File: config.mk
export PLATFORM = sky130hd
export DESIGN_NAME = dual_supply_reset_supervisor
export DESIGN_NICKNAME = d
export VERILOG_FILES = /design/src/hold_timer.sv /design/src/dual_supply_reset_supervisor.sv
export SDC_FILE = /design/constraint.sdc
export NUM_CORES = 1
export LEC_CHECK = 0
export BUFFER_PORTS_ARGS = -buffer_cell sky130_fd_sc_hd__buf_4
export CAP_MARGIN = 20
export CORE_MARGIN = 2
export CORE_UTILIZATION = 45
export DETAILED_ROUTE_END_ITERATION = 12
export PLACE_DENSITY = 0.68
export SETUP_SLACK_MARGIN = 0.2
export SLEW_MARGIN = 30
export SYNTH_ARGS = -nofsm -noshare
export SYNTH_HDL_FRONTEND = slang
export SYNTH_SLANG_ARGS = --single-unit
File: constraint.sdc
create_clock -name i_mclk -period 8.3 [get_ports i_mclk]
set_input_delay 1.66 -clock i_mclk [delete_from_list [all_inputs] [get_ports i_mclk]]
set_output_delay 1.66 -clock i_mclk [all_outputs]
set_load 0.1 [all_outputs]
File: src/hold_timer.sv
`timescale 1ns/100ps
`default_nettype none
package supervisor_pkg;
	localparam int CLK_PERIOD_NS = 40;
	localparam int CLK_KHZ = 25000;
	localparam int DELAY_SHORT_MS = 10;
	localparam int DELAY_MID_MS = 100;
	localparam int DELAY_LONG_MS = 1000;
	localparam int DELAY_SHORT_CYC = DELAY_SHORT_MS * CLK_KHZ;
	localparam int DELAY_MID_CYC = DELAY_MID_MS * CLK_KHZ;
	localparam int DELAY_LONG_CYC = DELAY_LONG_MS * CLK_KHZ;
	localparam int PB_MIN_NS = 20000;
	localparam int PB_MIN_CYC = (PB_MIN_NS + CLK_PERIOD_NS - 1) / CLK_PERIOD_NS;
	localparam int NMI_PULSE_NS = 10000;
	localparam int NMI_PULSE_CYC =
		(NMI_PULSE_NS + CLK_PERIOD_NS - 1) / CLK_PERIOD_NS;
	localparam int FILTER_NS = 2000;
	localparam int FILTER_CYC = (FILTER_NS + CLK_PERIOD_NS - 1) / CLK_PERIOD_NS;
	localparam int TIMER_W = 25;
	localparam int PB_CNT_W = 9;
	localparam int FILT_CNT_W = 6;
	localparam logic [PB_CNT_W-1:0] PB_MIN_CNT = PB_CNT_W'(PB_MIN_CYC);
	localparam logic [FILT_CNT_W-1:0] FILTER_CNT = FILT_CNT_W'(FILTER_CYC);
	localparam logic [TIMER_W-1:0] NMI_PULSE_CNT = TIMER_W'(NMI_PULSE_CYC);
	// strap codes from the three-level pin detector
	localparam logic [1:0] STRAP_GND = 2'h0;
	localparam logic [1:0] STRAP_HIGH = 2'h1;
	localparam logic [1:0] STRAP_FLOAT = 2'h2;
	// tolerance selection to the rail comparators
	localparam logic [1:0] TOL_5 = 2'h0;
	localparam logic [1:0] TOL_10 = 2'h1;
	localparam logic [1:0] TOL_15 = 2'h2;
	localparam logic [1:0] TOL_20 = 2'h3;
	typedef enum logic [0:0] {
		MPB_IDLE = 1'b0,
		MPB_HELD = 1'b1
	} mpb_state_t;
endpackage

module hold_timer #(
	parameter int W = supervisor_pkg::TIMER_W
) (
	// clock and reset
	input wire logic i_mclk,
	input wire logic i_reset,
	// control
	input wire logic i_force,
	input wire logic [W-1:0] i_delay,
	// state
	output logic o_active
);
	logic [W-1:0] cnt_q;
	logic [W-1:0] cnt_d;
	logic active_q;
	logic active_d;
	logic cnt_run;

	assign cnt_run = (cnt_q > W'(1));
	assign cnt_d = i_force ? i_delay : (cnt_q != '0 ? cnt_q - W'(1) : cnt_q);
	assign active_d = i_force | cnt_run;
	assign o_active = active_q;

	// starts active so nothing escapes before the first force
	always_ff @(posedge i_mclk or posedge i_reset)
	begin
		if (i_reset)
		begin
			cnt_q <= '0;
			active_q <= 1'b1;
		end
		else
		begin
			cnt_q <= cnt_d;
			active_q <= active_d;
		end
	end

	property p_release_after_count;
		@(posedge i_mclk) disable iff (i_reset)
		$fell(active_q) |-> ($past(cnt_q) <= W'(1)) && !$past(i_force);
	endproperty
	a_release_after_count: assert property (p_release_after_count)
		else $error("output released before delay ran out");

	property p_hold_while_forced;
		@(posedge i_mclk) disable iff (i_reset)
		i_force |=> active_q [*2];
	endproperty
	a_hold_while_forced: assert property (p_hold_while_forced)
		else $error("output not held after force");
endmodule // hold_timer
`default_nettype wire

File: src/dual_supply_reset_supervisor.sv
`timescale 1ns/100ps
`default_nettype none
// Operation
// - out-of-tolerance supply drives its own reset low at once
// - after return to tolerance, reset holds for selected delay, then releases
// - at power-up each reset held until in tolerance plus delay
// - low-rail tolerance strap: tied high 5%, ground 10%, float 15%
// - high-rail tolerance strap: tied high 5%, ground 10%, float 20%
// - tolerance straps sampled once at power-up and held
// - delay strap: ground 10 ms, float 100 ms, high 1000 ms minimum
// - delay straps captured at power-up, frozen once in tolerance
// - supply button held low 20 us while reset inactive starts a reset
// - supply button low forces reset; one delay after release
// - master button drives all resets and interrupts low together
// - master cycle starts only if an input in tolerance and output active
// - master button needs 20 us low; outputs hold their delay after release
// - master button debounced inside before use
// - master-caused reset drives last-source low until another source resets
// - once cleared, last-source stays high until next master reset
// - neither supply above 1.5 V holds both resets and both interrupts active
// - sense trip pulses its interrupt active at least 10 us
// - sense must stay below trip about 2 us before interrupt goes low
// - interrupt held low while sense below trip, released above it
// - interrupts held low at power-up until a supply reaches 1.5 V
module dual_supply_reset_supervisor #(
	parameter int P_DELAY_SHORT_CYC = supervisor_pkg::DELAY_SHORT_CYC,
	parameter int P_DELAY_MID_CYC = supervisor_pkg::DELAY_MID_CYC,
	parameter int P_DELAY_LONG_CYC = supervisor_pkg::DELAY_LONG_CYC
) (
	// clock and reset
	input wire logic i_mclk,
	input wire logic i_reset,
	// rail comparator flags
	input wire logic i_low_rail_supply_ok,
	input wire logic i_high_rail_supply_ok,
	input wire logic i_low_rail_above_1v5,
	input wire logic i_high_rail_above_1v5,
	// sense comparator flags, high above sense_trip_level
	input wire logic i_sense_input_a_ok,
	input wire logic i_sense_input_b_ok,
	// strap pins
	input wire logic [1:0] i_low_tolerance_strap,
	input wire logic [1:0] i_high_tolerance_strap,
	input wire logic [1:0] i_low_delay_select_strap,
	input wire logic [1:0] i_high_delay_select_strap,
	// pushbutton pins
	input wire logic i_low_supply_pushbutton_n,
	input wire logic i_high_supply_pushbutton_n,
	input wire logic i_master_pushbutton_n,
	// tolerance selection to the rail comparators
	output logic [1:0] o_low_tol_sel,
	output logic [1:0] o_high_tol_sel,
	// open-drain reset outputs
	output logic o_low_reset_n,
	output logic o_low_reset_n_oe,
	output logic o_high_reset_n,
	output logic o_high_reset_n_oe,
	// open-drain early-warning interrupts
	output logic o_nmi_a_n,
	output logic o_nmi_a_n_oe,
	output logic o_nmi_b_n,
	output logic o_nmi_b_n_oe,
	// open-drain last reset source
	output logic o_last_reset_source_n,
	output logic o_last_reset_source_n_oe
);
	localparam int TW = supervisor_pkg::TIMER_W;
	localparam int PBW = supervisor_pkg::PB_CNT_W;
	localparam int FLW = supervisor_pkg::FILT_CNT_W;
	localparam int NPIN = 11;
	localparam logic [NPIN-1:0] PIN_RST = 11'h007;

	logic [NPIN-1:0] pin_raw;
	logic [NPIN-1:0] sync1_q;
	logic [NPIN-1:0] sync2_q;
	logic [2:0] pb_low;
	logic [2:0] pb_pressed;
	logic [1:0] sense_below;
	logic [1:0] sense_low;
	logic [1:0] fill_q;
	logic straps_ready;
	logic tol_done_q;
	logic reached_q;
	logic [1:0] low_tol_q;
	logic [1:0] high_tol_q;
	logic [1:0] low_delay_q;
	logic [1:0] high_delay_q;
	logic [1:0] low_tol_map;
	logic [1:0] high_tol_map;
	logic [TW-1:0] low_delay_cnt;
	logic [TW-1:0] high_delay_cnt;
	logic power_ok;
	logic force_all;
	logic master_force;
	logic [1:0] pb_cycle_q;
	logic [1:0] pb_cycle_d;
	logic [1:0] rst_active;
	logic [1:0] nmi_active;
	logic low_force;
	logic high_force;
	logic [1:0] nmi_force;
	logic any_tol;
	logic any_active;
	logic mpb_start;
	supervisor_pkg::mpb_state_t mpb_state_q;
	supervisor_pkg::mpb_state_t mpb_state_d;
	logic other_src;
	logic other_q;
	logic lrs_clr;
	logic lrs_low_q;
	logic lrs_low_d;

	// pins are asynchronous to the timebase
	assign pin_raw = {i_high_delay_select_strap, i_low_delay_select_strap,
		i_high_tolerance_strap, i_low_tolerance_strap,
		i_master_pushbutton_n, i_high_supply_pushbutton_n,
		i_low_supply_pushbutton_n};

	always_ff @(posedge i_mclk or posedge i_reset)
	begin
		if (i_reset)
		begin
			sync1_q <= PIN_RST;
			sync2_q <= PIN_RST;
		end
		else
		begin
			sync1_q <= pin_raw;
			sync2_q <= sync1_q;
		end
	end

	assign pb_low = ~sync2_q[2:0];
	assign sense_below = {~i_sense_input_b_ok, ~i_sense_input_a_ok};

	// one low-width filter per button; release acts at once
	genvar gi;
	generate
		for (gi = 0; gi < 3; gi++)
		begin : gen_pb
			logic [supervisor_pkg::PB_CNT_W-1:0] cnt_q;
			logic at_min;
			assign at_min = (cnt_q == supervisor_pkg::PB_MIN_CNT);
			assign pb_pressed[gi] = at_min;
			always_ff @(posedge i_mclk or posedge i_reset)
			begin
				if (i_reset)
					cnt_q <= '0;
				else if (!pb_low[gi])
					cnt_q <= '0;
				else if (!at_min)
					cnt_q <= cnt_q + PBW'(1);
			end
		end
	endgenerate

	// sense glitch filter rejects supply noise
	generate
		for (gi = 0; gi < 2; gi++)
		begin : gen_sense
			logic [supervisor_pkg::FILT_CNT_W-1:0] cnt_q;
			logic at_min;
			assign at_min = (cnt_q == supervisor_pkg::FILTER_CNT);
			assign sense_low[gi] = at_min;
			always_ff @(posedge i_mclk or posedge i_reset)
			begin
				if (i_reset)
					cnt_q <= '0;
				else if (!sense_below[gi])
					cnt_q <= '0;
				else if (!at_min)
					cnt_q <= cnt_q + FLW'(1);
			end
		end
	endgenerate

	// straps are valid only once the synchroniser has filled
	assign straps_ready = fill_q[1];
	assign power_ok = i_low_rail_above_1v5 | i_high_rail_above_1v5;

	assign low_tol_map =
		(sync2_q[4:3] == supervisor_pkg::STRAP_HIGH) ? supervisor_pkg::TOL_5 :
		(sync2_q[4:3] == supervisor_pkg::STRAP_GND) ? supervisor_pkg::TOL_10 :
		supervisor_pkg::TOL_15;
	assign high_tol_map =
		(sync2_q[6:5] == supervisor_pkg::STRAP_HIGH) ? supervisor_pkg::TOL_5 :
		(sync2_q[6:5] == supervisor_pkg::STRAP_GND) ? supervisor_pkg::TOL_10 :
		supervisor_pkg::TOL_20;

	always_ff @(posedge i_mclk or posedge i_reset)
	begin
		if (i_reset)
		begin
			fill_q <= 2'h0;
			tol_done_q <= 1'b0;
			low_tol_q <= supervisor_pkg::TOL_5;
			high_tol_q <= supervisor_pkg::TOL_5;
		end
		else
		begin
			fill_q <= {fill_q[0], 1'b1};
			if (straps_ready && !tol_done_q)
			begin
				tol_done_q <= 1'b1;
				low_tol_q <= low_tol_map;
				high_tol_q <= high_tol_map;
			end
		end
	end

	always_ff @(posedge i_mclk or posedge i_reset)
	begin
		if (i_reset)
		begin
			reached_q <= 1'b0;
			low_delay_q <= supervisor_pkg::STRAP_GND;
			high_delay_q <= supervisor_pkg::STRAP_GND;
		end
		else if (straps_ready && !reached_q)
		begin
			low_delay_q <= sync2_q[8:7];
			high_delay_q <= sync2_q[10:9];
			reached_q <= power_ok & (i_low_rail_supply_ok | i_high_rail_supply_ok);
		end
	end

	assign o_low_tol_sel = low_tol_q;
	assign o_high_tol_sel = high_tol_q;

	// the minimum figure is taken; it sits inside the allowed band
	assign low_delay_cnt =
		(low_delay_q == supervisor_pkg::STRAP_GND) ? TW'(P_DELAY_SHORT_CYC) :
		(low_delay_q == supervisor_pkg::STRAP_FLOAT) ? TW'(P_DELAY_MID_CYC) :
		TW'(P_DELAY_LONG_CYC);
	assign high_delay_cnt =
		(high_delay_q == supervisor_pkg::STRAP_GND) ? TW'(P_DELAY_SHORT_CYC) :
		(high_delay_q == supervisor_pkg::STRAP_FLOAT) ? TW'(P_DELAY_MID_CYC) :
		TW'(P_DELAY_LONG_CYC);

	// supply button cycle may only begin while its reset is released
	assign pb_cycle_d = pb_pressed[1:0] & (pb_cycle_q | ~rst_active);

	always_ff @(posedge i_mclk or posedge i_reset)
	begin
		if (i_reset)
			pb_cycle_q <= 2'h0;
		else
			pb_cycle_q <= pb_cycle_d;
	end

	assign force_all = ~power_ok | ~tol_done_q;
	assign master_force = (mpb_state_q == supervisor_pkg::MPB_HELD);
	assign low_force = ~i_low_rail_supply_ok | force_all | master_force |
		pb_cycle_q[0];
	assign high_force = ~i_high_rail_supply_ok | force_all | master_force |
		pb_cycle_q[1];
	assign nmi_force = sense_low | {2{force_all | master_force}};

	hold_timer #(
		.W(TW)
	) u_low_rst (
		.i_mclk(i_mclk),
		.i_reset(i_reset),
		.i_force(low_force),
		.i_delay(low_delay_cnt),
		.o_active(rst_active[0])
	);

	hold_timer #(
		.W(TW)
	) u_high_rst (
		.i_mclk(i_mclk),
		.i_reset(i_reset),
		.i_force(high_force),
		.i_delay(high_delay_cnt),
		.o_active(rst_active[1])
	);

	generate
		for (gi = 0; gi < 2; gi++)
		begin : gen_nmi
			hold_timer #(
				.W(TW)
			) u_nmi (
				.i_mclk(i_mclk),
				.i_reset(i_reset),
				.i_force(nmi_force[gi]),
				.i_delay(supervisor_pkg::NMI_PULSE_CNT),
				.o_active(nmi_active[gi])
			);
		end
	endgenerate

	// master cycle
	assign any_tol = i_low_rail_supply_ok | i_high_rail_supply_ok |
		i_sense_input_a_ok | i_sense_input_b_ok;
	assign any_active = |{rst_active, nmi_active};
	assign mpb_start = pb_pressed[2] & any_tol & any_active;

	always_comb
	begin
		mpb_state_d = mpb_state_q;
		case (mpb_state_q)
			supervisor_pkg::MPB_IDLE:
				if (mpb_start)
					mpb_state_d = supervisor_pkg::MPB_HELD;
			supervisor_pkg::MPB_HELD:
				if (!pb_pressed[2])
					mpb_state_d = supervisor_pkg::MPB_IDLE;
			default:
				mpb_state_d = supervisor_pkg::MPB_IDLE;
		endcase
	end

	always_ff @(posedge i_mclk or posedge i_reset)
	begin
		if (i_reset)
			mpb_state_q <= supervisor_pkg::MPB_IDLE;
		else
			mpb_state_q <= mpb_state_d;
	end

	// last reset source; a master start beats a clear in the same cycle
	assign other_src = ~i_low_rail_supply_ok | ~i_high_rail_supply_ok |
		(|pb_cycle_q);
	assign lrs_clr = other_src & ~other_q;
	assign lrs_low_d = (mpb_start && mpb_state_q == supervisor_pkg::MPB_IDLE) |
		(lrs_low_q & ~lrs_clr);

	always_ff @(posedge i_mclk or posedge i_reset)
	begin
		if (i_reset)
		begin
			other_q <= 1'b1;
			lrs_low_q <= 1'b0;
		end
		else
		begin
			other_q <= other_src;
			lrs_low_q <= lrs_low_d;
		end
	end

	// open-drain pins only ever pull low
	assign o_low_reset_n = 1'b0;
	assign o_high_reset_n = 1'b0;
	assign o_nmi_a_n = 1'b0;
	assign o_nmi_b_n = 1'b0;
	assign o_last_reset_source_n = 1'b0;
	assign o_low_reset_n_oe = rst_active[0];
	assign o_high_reset_n_oe = rst_active[1];
	assign o_nmi_a_n_oe = nmi_active[0];
	assign o_nmi_b_n_oe = nmi_active[1];
	assign o_last_reset_source_n_oe = lrs_low_q;

	property p_oot_reset;
		@(posedge i_mclk) disable iff (i_reset)
		!i_low_rail_supply_ok |=> o_low_reset_n_oe;
	endproperty
	a_oot_reset: assert property (p_oot_reset)
		else $error("low reset not driven on out of tolerance");

	property p_low_power;
		@(posedge i_mclk) disable iff (i_reset)
		!power_ok |=> o_low_reset_n_oe && o_high_reset_n_oe &&
			o_nmi_a_n_oe && o_nmi_b_n_oe;
	endproperty
	a_low_power: assert property (p_low_power)
		else $error("outputs released below valid supply");

	property p_tol_hold;
		@(posedge i_mclk) disable iff (i_reset)
		tol_done_q && $past(tol_done_q) |->
			$stable(o_low_tol_sel) && $stable(o_high_tol_sel);
	endproperty
	a_tol_hold: assert property (p_tol_hold)
		else $error("tolerance changed after capture");

	property p_tol_float;
		@(posedge i_mclk) disable iff (i_reset)
		$rose(tol_done_q) && $past(sync2_q[6:5]) == supervisor_pkg::STRAP_FLOAT
			|-> o_high_tol_sel == supervisor_pkg::TOL_20;
	endproperty
	a_tol_float: assert property (p_tol_float)
		else $error("floating high tolerance strap not 20 percent");

	property p_delay_freeze;
		@(posedge i_mclk) disable iff (i_reset)
		reached_q && $past(reached_q) |->
			$stable(low_delay_q) && $stable(high_delay_q);
	endproperty
	a_delay_freeze: assert property (p_delay_freeze)
		else $error("delay strap changed after tolerance reached");

	property p_pb_gate;
		@(posedge i_mclk) disable iff (i_reset)
		$rose(pb_cycle_q[0]) |-> $past(pb_pressed[0]) && !$past(rst_active[0]);
	endproperty
	a_pb_gate: assert property (p_pb_gate)
		else $error("supply button cycle started while reset active");

	property p_pb_width;
		@(posedge i_mclk) disable iff (i_reset)
		$rose(pb_pressed[2]) |-> $past(pb_low[2], 1) && $past(pb_low[2], 8);
	endproperty
	a_pb_width: assert property (p_pb_width)
		else $error("short button pulse accepted");

	property p_master_all;
		@(posedge i_mclk) disable iff (i_reset)
		master_force |=> o_low_reset_n_oe && o_high_reset_n_oe &&
			o_nmi_a_n_oe && o_nmi_b_n_oe;
	endproperty
	a_master_all: assert property (p_master_all)
		else $error("master cycle left an output released");

	property p_master_gate;
		@(posedge i_mclk) disable iff (i_reset)
		$rose(master_force) |-> $past(any_tol) && $past(any_active);
	endproperty
	a_master_gate: assert property (p_master_gate)
		else $error("master cycle started without qualifying state");

	property p_lrs_set;
		@(posedge i_mclk) disable iff (i_reset)
		$rose(master_force) |-> o_last_reset_source_n_oe;
	endproperty
	a_lrs_set: assert property (p_lrs_set)
		else $error("last source not marked by master reset");

	property p_lrs_clear;
		@(posedge i_mclk) disable iff (i_reset)
		$fell(lrs_low_q) |-> $past(lrs_clr);
	endproperty
	a_lrs_clear: assert property (p_lrs_clear)
		else $error("last source cleared without other reset");

	property p_nmi_filter;
		@(posedge i_mclk) disable iff (i_reset)
		!sense_below[0] ##1 sense_below[0] [*8] |-> !sense_low[0];
	endproperty
	a_nmi_filter: assert property (p_nmi_filter)
		else $error("sense trip not filtered");

	c_master: cover property (@(posedge i_mclk) $rose(master_force));
	c_pb_cycle: cover property (@(posedge i_mclk) $rose(pb_cycle_q[1]));
	c_nmi_trip: cover property (@(posedge i_mclk) $rose(sense_low[1]));
	c_lrs_clear: cover property (@(posedge i_mclk) $fell(lrs_low_q));
endmodule // dual_supply_reset_supervisor
`default_nettype wire

# Word-level counts from Yosys, hierarchy flattened
# Cells that the tools add are included.
[word_totals] reg_bits=182 output_inout_bits=14 elab_cells=137
[op_classes] addsub=9 order_cmp=4 n_eq_ne=14 muxes=29 n_bitwise=36 n_reduce_logical=19
[op_table] op="2-to-1 mux 25 bit" count=12
[op_table] op="greater-than comparator 25 x 1 -> 1 bit (second input constant)" count=4
[op_table] op="nonzero test 25 bit" count=4
[op_table] op="subtractor 25 x 1 -> 25 bit (second input constant)" count=4
[op_table] op="2-to-1 mux 9 bit" count=6
[op_table] op="adder 9 x 1 -> 9 bit (second input constant)" count=3
[op_table] op="== test 9 bit (second input constant)" count=3
[op_table] op="2-to-1 mux 6 bit" count=4
[op_table] op="OR 1 bit" count=19
[op_table] op="adder 6 x 1 -> 6 bit (second input constant)" count=2
[op_table] op="== test 6 bit (second input constant)" count=2
[op_table] op="inequality test 2 bit (second input constant)" count=5
[op_table] op="logical NOT 2 bit" count=4
[op_table] op="2-to-1 mux 2 bit" count=4
[op_table] op="nonzero test 2 bit" count=4
[op_table] op="inverter 1 bit" count=7
[op_table] op="bitwise AND 1 bit" count=5
[op_table] op="== test 2 x 1 -> 1 bit (second input constant)" count=2
[op_table] op="== test 2 bit (second input constant)" count=2
[op_table] op="OR 2 bit" count=2
[op_table] op="OR reduction 4 bit" count=1
[op_table] op="logical AND 1 bit" count=3
[op_table] op="inverter 3 bit" count=1
[op_table] op="bitwise AND 2 bit" count=1
[op_table] op="5 further kinds" count=7

# Logic depth before layout (Yosys ltp)
# Gate-level depths: netlist (run 1).
[depth] ltp_word=7 mapped_depth=8 mapped_depth_nobuf=7

# Modules after synthesis
# Synthesis (run 1) repeated with hierarchy kept, for this count alone.
[unflattened] hier_cells=952 area_unflattened_um2=9605.5
[by_module_without_submodules] module="hold_timer (gen_nmi[0].u_nmi ...)" instances=3 cells_per_inst=158 area_per_inst_um2=1540.2 seq_area_each_um2=651.9
[by_module_without_submodules] module="dual_supply_reset_supervisor" instances=1 cells_per_inst=306 area_per_inst_um2=3338.2 seq_area_each_um2=1960.6
[by_module_without_submodules] module="hold_timer (u_low_rst)" instances=1 cells_per_inst=172 area_per_inst_um2=1646.6 seq_area_each_um2=651.9

# Worst setup path after synthesis (run 1)
# Ideal clock, no wire load.
[synth_timing] path_kind="input-to-reg" from="in i_high_rail_above_1v5" to="reg gen_nmi[0].u_nmi.cnt_q[0]" setup_ns=0.132 arrival_ns=2.809 t_required_ns=8.168 setup_slack_ns=5.359 cell_stages=5 path_buffers=2 path_cell_list="o21ai_0 or2_2 clkbuf_1 clkbuf_1 nor2_1"
[synth_between] elab_chain_cells=6 elab_cells_between_ends=7
[synth_rtl] element="start: declaration" line="dual_supply_reset_supervisor.sv:37" rtl="input wire logic i_high_rail_above_1v5,"
[synth_rtl] element="OR 1 bit (*)" line="dual_supply_reset_supervisor.sv:179" rtl="assign power_ok = i_low_rail_above_1v5 | i_high_rail_above_1v5;"
[synth_rtl] element="inverter 1 bit (*)" line="dual_supply_reset_supervisor.sv:251" rtl="assign force_all = ~power_ok | ~tol_done_q;"
[synth_rtl] element="OR 1 bit (*)" line="dual_supply_reset_supervisor.sv:251"
[synth_rtl] element="OR 1 bit (*)" line="dual_supply_reset_supervisor.sv:257" rtl="assign nmi_force = sense_low | {2{force_all | master_force}};"
[synth_rtl] element="OR 2 bit (*)" line="dual_supply_reset_supervisor.sv:257"
[synth_rtl] element="2-to-1 mux 25 bit or nonzero test 2 bit (tied branches)"
[synth_rtl] element="end signal: assignment" line="hold_timer.sv:73" rtl="cnt_q <= cnt_d;"
[synth_rtl] element="end: declaration" line="hold_timer.sv:52" rtl="logic [W-1:0] cnt_q;"
# Every way passes the cells marked *; elsewhere a longest branch is shown, timed or not.
# A chain may end at the register's enable or synchronous reset.

# Final worst setup path (run 1)
[layout_timing] from="in i_high_rail_above_1v5" to="reg u_low_rst.cnt_q[5]"
[layout_between] elab_chain_cells=7 elab_cells_between_ends=8
[layout_rtl] element="OR 1 bit (*)" line="dual_supply_reset_supervisor.sv:179"
[layout_rtl] element="inverter 1 bit (*)" line="dual_supply_reset_supervisor.sv:251"
[layout_rtl] element="OR 1 bit (*)" line="dual_supply_reset_supervisor.sv:251"
[layout_rtl] element="OR 1 bit (*) (3 in series)" line="dual_supply_reset_supervisor.sv:253" rtl="assign low_force = ~i_low_rail_supply_ok | force_all | master_force |"
[layout_rtl] element="2-to-1 mux 25 bit or nonzero test 2 bit (tied branches)"
[layout_rtl] element="end signal: assignment" line="hold_timer.sv:73"
[layout_rtl] element="end: declaration" line="hold_timer.sv:52"
# Marks and branches as above.

==> metrics, run 1 <==
Worst Setup Start Kind primary input; dpl hpwl 11.60 mm; fin util 50.77%; leading cell types in the layout, fill and taps excluded dfrtp_1, nor2_1, xnor2_1; # hold bufs at CTS 0; DR DRC count 0; Worst-Skew Late Latency 0.43 ns; Initial DRC Count 378; Clock Tree Buf Depth 2; P per Cell Area 223.6 nW/µm²; Largest delay share family, worst path simple AND/OR/NAND/NOR gates; drt pass-1 iters 4; Crit path largest cell delay 0.70 ns; starting density of the core 45.61%; largest family of logic cells by synthesized area simple AND/OR/NAND/NOR gates; slack of the critical path 5.130 ns; HP Class reg -> reg; RSZ-0062 raised after global routing no; clk slew on worst S/H paths 0.07 ns; max_slew headroom 44.36%; Adder-Cell Fraction of Synth Area 3.121%; post-synthesis compound-gate area fraction 9.974%; VDD IR max 128.3 µV; vias in the first global route 6343; sum of buffers and inverters on the critical path 1; # setup viols final 0; remaining antenna violation count 0; Vias 6443; endpoint class of the critical path flip-flop; signal arrival time at the worst endpoint 3.51 ns; WL per Instance 14.67 µm; TritonCTS clock tree done; synthesized instance count 874; Multi-input gate area 4050 µm²; Hold Slack 0.3471 ns; Fin Setup TNS 0 ns; EDFF count, synth 0; Total GRT Usage 18.03%; Synth Area in Simple Gates 23.69%; crit-path cells buf_4 > o21ai_0 > nor2b_1 > nand2_1 > o21ai_0; core area 19330 µm²; asr flop ratio synth 100.0%; Crit Path Category in -> reg; diode count 0; final hold vios 0; mux cell area share after synthesis 1.334%; Tcrit/Tclk final 38.20%; Worst-Margin Slew 0.8269 ns; die area 20730 µm²; CTS HTree Levels 4; Pleak 3.950 nW; global-route wire length before repair 30.12 mm; flops & latches, synth 182; Final min period 3.170 ns; yosys warns 0; Slowest-stage cell, CP nor2b_1; fill count 1746; clk_skew 0.006688 ns; CP dominant cell by count o21ai_0; CP max FO 15; Placement Setup Slack 4.726 ns; commonest non-fill, non-tap cell in the layout dfrtp_1; share of post-route cells with drive strength above 1 10.84%; Worst Path Required 8.64 ns; initial antenna violation count 0; I/O pin cnt 33; status finished, final reports clean; Netlist cell types 56; clock buffer count from CTS 17; number of max-cap violations 0; register area share after synthesis 51.80%; Sink Count 182; # rows 51; WL final 17.28 mm; ys flop type dfrtp_1; average vias per placed instance 5.469; Slew Limit Fails 0; synthesis-to-layout area growth 11.31%; FF/Latch Area 4568 µm²; nets 941; final RePlAce weighted congestion 0.8094; DP Cell Count 1146; Synth Area per Inst 10.09 µm²; post-CTS sizing 0; largest net degree at the start of global routing 104; setup bufs post-CTS 0; fmax 315.4 MHz; Die Height 144.0 µm; die width 144.0 µm; number of port buffers 27; global route total overflow 0; mapped cell area 8818 µm²; Layout Cells excl Fill 1178; CTS root buffer clkbuf_16; post-synthesis xor/xnor area fraction 7.548%
[worst paths after layout]
check	start	end	slack, ns	cells after the start
max reg2reg	u_high_rst.cnt_q[12]	u_high_rst.cnt_q[18]	5.55	5
min	sync1_q[4]	sync2_q[4]	0.35	0
min in group asynchronous	i_reset	gen_nmi[0].u_nmi.cnt_q[9]	1.36	2
max in group asynchronous	i_reset	sync2_q[10]	5.79	4
max	i_high_rail_above_1v5	u_low_rst.cnt_q[5]	5.13	5
min reg2reg	sync1_q[4]	sync2_q[4]	0.35	0
[routing by layer]
metal / global-route usage, % / up-vias / wire, µm
li1: - / 3188 / -
met1: 23.99 / 3177 / 8360
met2: 29.67 / 62 / 8215
met3: 4.106 / 16 / 502
met4: 5.263 / 0 / 203
met5: 0 / - / 0
[registers in the layout, indices dropped and copies added (netlist names), 2 cells and up]
| name | flops |
|---|---|
| fill_q | 2 |
| gen_nmi.u_nmi.cnt_q | 50 |
| gen_nmi.u_nmi.o_active | 2 |
| gen_pb.cnt_q | 27 |
| gen_sense.cnt_q | 12 |
| high_delay_q | 2 |
| low_delay_q | 2 |
| o_high_tol_sel | 2 |
| o_low_tol_sel | 2 |
| pb_cycle_q | 2 |
| sync1_q | 11 |
| sync2_q | 11 |
| u_high_rst.cnt_q | 25 |
| u_low_rst.cnt_q | 25 |
[cells by family (layout without fill, tap and decap cells)]
family	after synthesis	count (layout)
DFF	182	182
other	2	6
and+or+nand+nor	386	386
xor gates and xnor gates	76	76
muxes	11	11
adders and majority gates	22	22
buffers and inverters	46	81
AOI/OAI and AO/OA	149	149
[cell usage after synthesis, drive strengths merged (2+ instances only)]
cell	count	area, µm²
o22ai	7	43.79
a31oi	6	37.54
or4	27	210.2
inv	19	71.32
or4b	3	33.78
conb	2	7.510
or3	32	200.2
buf	10	80.08
nand3	24	120.1
mux2	6	67.56
nand2b	6	37.54
o31ai	14	105.1
nor2	108	405.4
nor2b	11	68.82
and4	3	26.28
a211oi	4	30.03
o21a	3	22.52
nand2	44	172.7
dfrtp	171	4279
xor2	21	183.9
clkbuf	17	63.81
nor3b	2	15.01
nand4b	9	78.83
and2	5	31.28
xnor2	55	481.7
and3	11	68.82
o211ai	2	15.01
dfstp	11	289.0
a311oi	4	35.03
nand4	15	93.84
nand3b	11	82.58
a21oi	44	220.2
nor4	31	212.7
ha	22	275.3
mux2i	5	50.05
o21ai	59	317.8
or2	3	18.77
nor3	39	195.2
[per-stage QoR]
stage | instance area (µm²) | power, W
after floorplan | 8833 | 0.001366
after global placement | 9246 | 0.001447
after detailed placement | 9274 | 0.001459
after CTS | 9816 | 0.002217
after global routing | 9816 | 0.002321
final | 9816 | 0.002194
[cell type report]
class                   instances  area share [%]
flip-flops and latches        182           46.54
multi-input cells             650           41.26
clock buffers                  19           4.512
well taps                     265           3.378
repair buffers                 30           2.498
clock inverters                13           1.007
inverters                      19          0.8031
[report_power, final]
part           switching (W)  internal, W
registers           0.000108     0.000980
logic               0.000210     0.000149
clock network       0.000354     0.000394
(Power assumes the default switching activity.)
==> inputs of run 2 (changes only) <==
--- a/config.mk
+++ b/config.mk
@@ -10,7 +10,7 @@
 export CORE_MARGIN = 2
 export CORE_UTILIZATION = 45
 export DETAILED_ROUTE_END_ITERATION = 12
-export PLACE_DENSITY = 0.68
+export PLACE_DENSITY = 0.7
 export SETUP_SLACK_MARGIN = 0.2
 export SLEW_MARGIN = 30
 export SYNTH_ARGS = -nofsm -noshare
==> constraint.sdc (replaced) <==
create_clock -name i_mclk -period 2.67 [get_ports i_mclk]
set_input_delay 0.534 -clock i_mclk [delete_from_list [all_inputs] [get_ports i_mclk]]
set_output_delay 0.534 -clock i_mclk [all_outputs]
set_load 0.1 [all_outputs]
==> run 2 against run 1 <==
Compared with the run above:
- first-iteration DRC count down 2.9%
- global-route usage down 0.34 points
- clock power rose to 3.5 times the previous value
- final area up 3.1%
- via count up 1.7%
- worst setup slack worse by 4.9 ns
- count of clock-buffer cells in the layout unchanged
- register-to-register slack worse by 5.3 ns
- critical path depth unchanged
- sequential power rose to 3.1 times the previous value
- critical path type is now reg -> reg
- largest cell class unchanged
- largest power group unchanged
==> metrics, run 2 (synthesized netlist as in run 1, its figures left out) <==
Tcrit/Tclk final 91.90%; Clock Tree Buf Depth 2 (unchanged); leading cell types in the layout, fill and taps excluded dfrtp_1, nor2_1, xnor2_1; Vias 6550 (+1.7%); clk slew on worst S/H paths 0.07 ns (about the same); R2R Setup Slk 0.22 ns (-5.33 ns); Regs by FF count gen_nmi.u_nmi.cnt_q (50), gen_pb.cnt_q (27); number of max-cap violations 0 (unchanged); largest net degree at the start of global routing 127 (+22%); P per Cell Area 707.9 nW/µm² (+220%); diode count 0 (unchanged); commonest non-fill, non-tap cell in the layout dfrtp_1; Die Height 144.0 µm (unchanged); Final min period 2.454 ns; P_int 0.005019 W (+230%); combinational power share 16.7% (+0.3 points); CTS HTree Levels 4 (unchanged); Sink Count 182 (unchanged); I/O pin cnt 33 (unchanged); worst hold path cell count 1 (+1); WL final 17.21 mm (-0.42%); clock buffer count from CTS 17 (unchanged); Clock Power Share 36.1% (+2.0 points); CTS root buffer clkbuf_16; GR peak layer met2; CP max FO 7 (-8); routing usage on met2 28.25% (-1.4 points); max_slew headroom 38.10% (-6.3 points); number of port buffers 27 (unchanged); initial antenna violation count 0 (unchanged); die width 144.0 µm (unchanged); Initial DRC Count 367 (-2.9%); Crit Path Category reg -> reg; Worst-Skew Late Latency 0.43 ns (about the same); Switch Pwr 0.002143 W (+220%); drt pass-1 iters 5 (+1); share of post-route cells with drive strength above 1 13.89% (+3.0 points); synthesis-to-layout area growth 14.74%; endpoint class of the critical path flip-flop; sequential power share 47.1% (-2.5 points); DR DRC count 0 (unchanged); RSZ-0062 raised after global routing yes; fin util 52.33% (+1.6 points); signal arrival time at the worst endpoint 2.78 ns (-0.73 ns); WL per Instance 14.33 µm (-2.3%); RR Startpoint u_high_rst.cnt_q[15]; average vias per placed instance 5.454 (-0.29%); max reg flops 50 (unchanged); die area 20730 µm² (unchanged); # rows 51 (unchanged); Slew Limit Fails 0 (unchanged); final hold vios 0 (unchanged); nets 964 (+2.4%); dpl hpwl 11.47 mm (-1.1%); Worst Path Required 2.99 ns (-5.65 ns); worst r2r dst u_high_rst.cnt_q[23]; Min-Delay Endpoint sync1_q[10]; global route total overflow 0 (unchanged); Reg with most FFs gen_nmi.u_nmi.cnt_q; status finished, final reports clean; clk_skew 0.01193 ns (+0.005240 ns); TritonCTS clock tree done; fmax 407.5 MHz; VDD IR max 455.1 µV (+250%); HP Class in -> reg; Worst Setup Start Kind flip-flop; sw frac 29.92% (-0.71 points); Total GRT Usage 17.70% (-0.34 points); worst reg2reg path depth 5 (unchanged); starting density of the core 45.61% (unchanged); Pwr Total 0.007163 W (+230%); vias in the first global route 6285 (-0.91%); core area 19330 µm² (unchanged); worst hold start i_high_delay_select_strap[1]; # setup viols final 0 (unchanged); Pleak 4.114 nW (+4.1%); met3 GRT Util 4.371% (+0.26 points); Worst-Margin Slew 0.9266 ns (+0.09965 ns); final RePlAce weighted congestion 0.7847 (-3.1%); GRT met1 Usage 23.83% (-0.16 points); global-route wire length before repair 29.48 mm (-2.1%); remaining antenna violation count 0 (unchanged)
## run 2: changes by cell type in the layout (fill, tap and decap cells not counted), sizes merged
cell / previous run / this run
buf: 30 / 52
clkinv: 5 / 1
inv: 22 / 26
bufinv: 0 / 2
clkinvlp: 5 / 3
nand2: 44 / 45
## run 2: how the worst max path moves through the flow
| stage | endpoint | depth (start not counted) | startpoint |
|---|---|---|---|
| 2_1_floorplan | fill_q[0] | 1 | i_reset |
| 4_1_cts | u_high_rst.cnt_q[9] | 6 | u_high_rst.cnt_q[15] |
| 3_3_place_gp | u_high_rst.cnt_q[18] | 5 | u_high_rst.cnt_q[13] |
| 5_1_grt | u_high_rst.cnt_q[23] | 5 | u_high_rst.cnt_q[15] |
| 6_report | u_high_rst.cnt_q[23] | 5 | u_high_rst.cnt_q[15] |
| 3_5_place_dp | u_high_rst.cnt_q[24] | 5 | u_high_rst.cnt_q[13] |
## run 2: layer usage
metal  up-vias  part of all wire (%)
li1       3242                     -
met1      3198                    47
met2        93                    48
met3        17                   4.2
met4         0                   1.4
met5         -                     0
## run 2: timing repair
item                       in CTS  in global routing
pin swaps                       0                  1
buffers inserted                1                  2
cloned                          0                  1
hold buffers                    0                  0
resized for setup               1                  8
setup endpoints to repair      15                 37
## run 2: area by class of cell
| class | instances | area [µm²] |
|---|---|---|
| fillers | 1673 | 9216 |
| flip-flops and latches | 182 | 4568 |
| multi-input cells | 651 | 4116 |
| clock buffers | 19 | 452.9 |
| repair buffers | 52 | 415.4 |
| well taps | 265 | 331.6 |
| clock inverters | 13 | 158.9 |
| inverters | 19 | 75.07 |
## run 2: power groups by stage
stage	sequential (W)	clock, W	combinational [W]
global placement	0.00341	0	0.00114
detailed placement	0.00342	0	0.00117
CTS	0.00337	0.00266	0.00119
finish	0.00338	0.00259	0.00120
floorplan	0.00339	0	0.000860
global route	0.00343	0.00278	0.00134
## run 2: worst max-delay path, stage by stage (launching register included)
cell and delay, ns:
dfrtp_1 0.39, or4_4 0.55, or4b_4 0.56, or4_4 0.44, o31a_1 0.25, o21a_1 0.18
## run 2: metrics by stage
step           setup WS [ns]  area, µm²  hold WS, ns  TNS (ns)  std cells
6_report              0.2163      10120       0.2019         0       1201
5_1_grt               0.1545      10120       0.1761         0       1201
4_1_cts               0.1955      10050       0.1794         0       1198
3_5_place_dp          0.1666       9422       0.3347         0       1165
3_3_place_gp          0.2088       9422       0.3322         0       1165
2_1_floorplan        -0.1916       8841       0.3312    -32.76        878
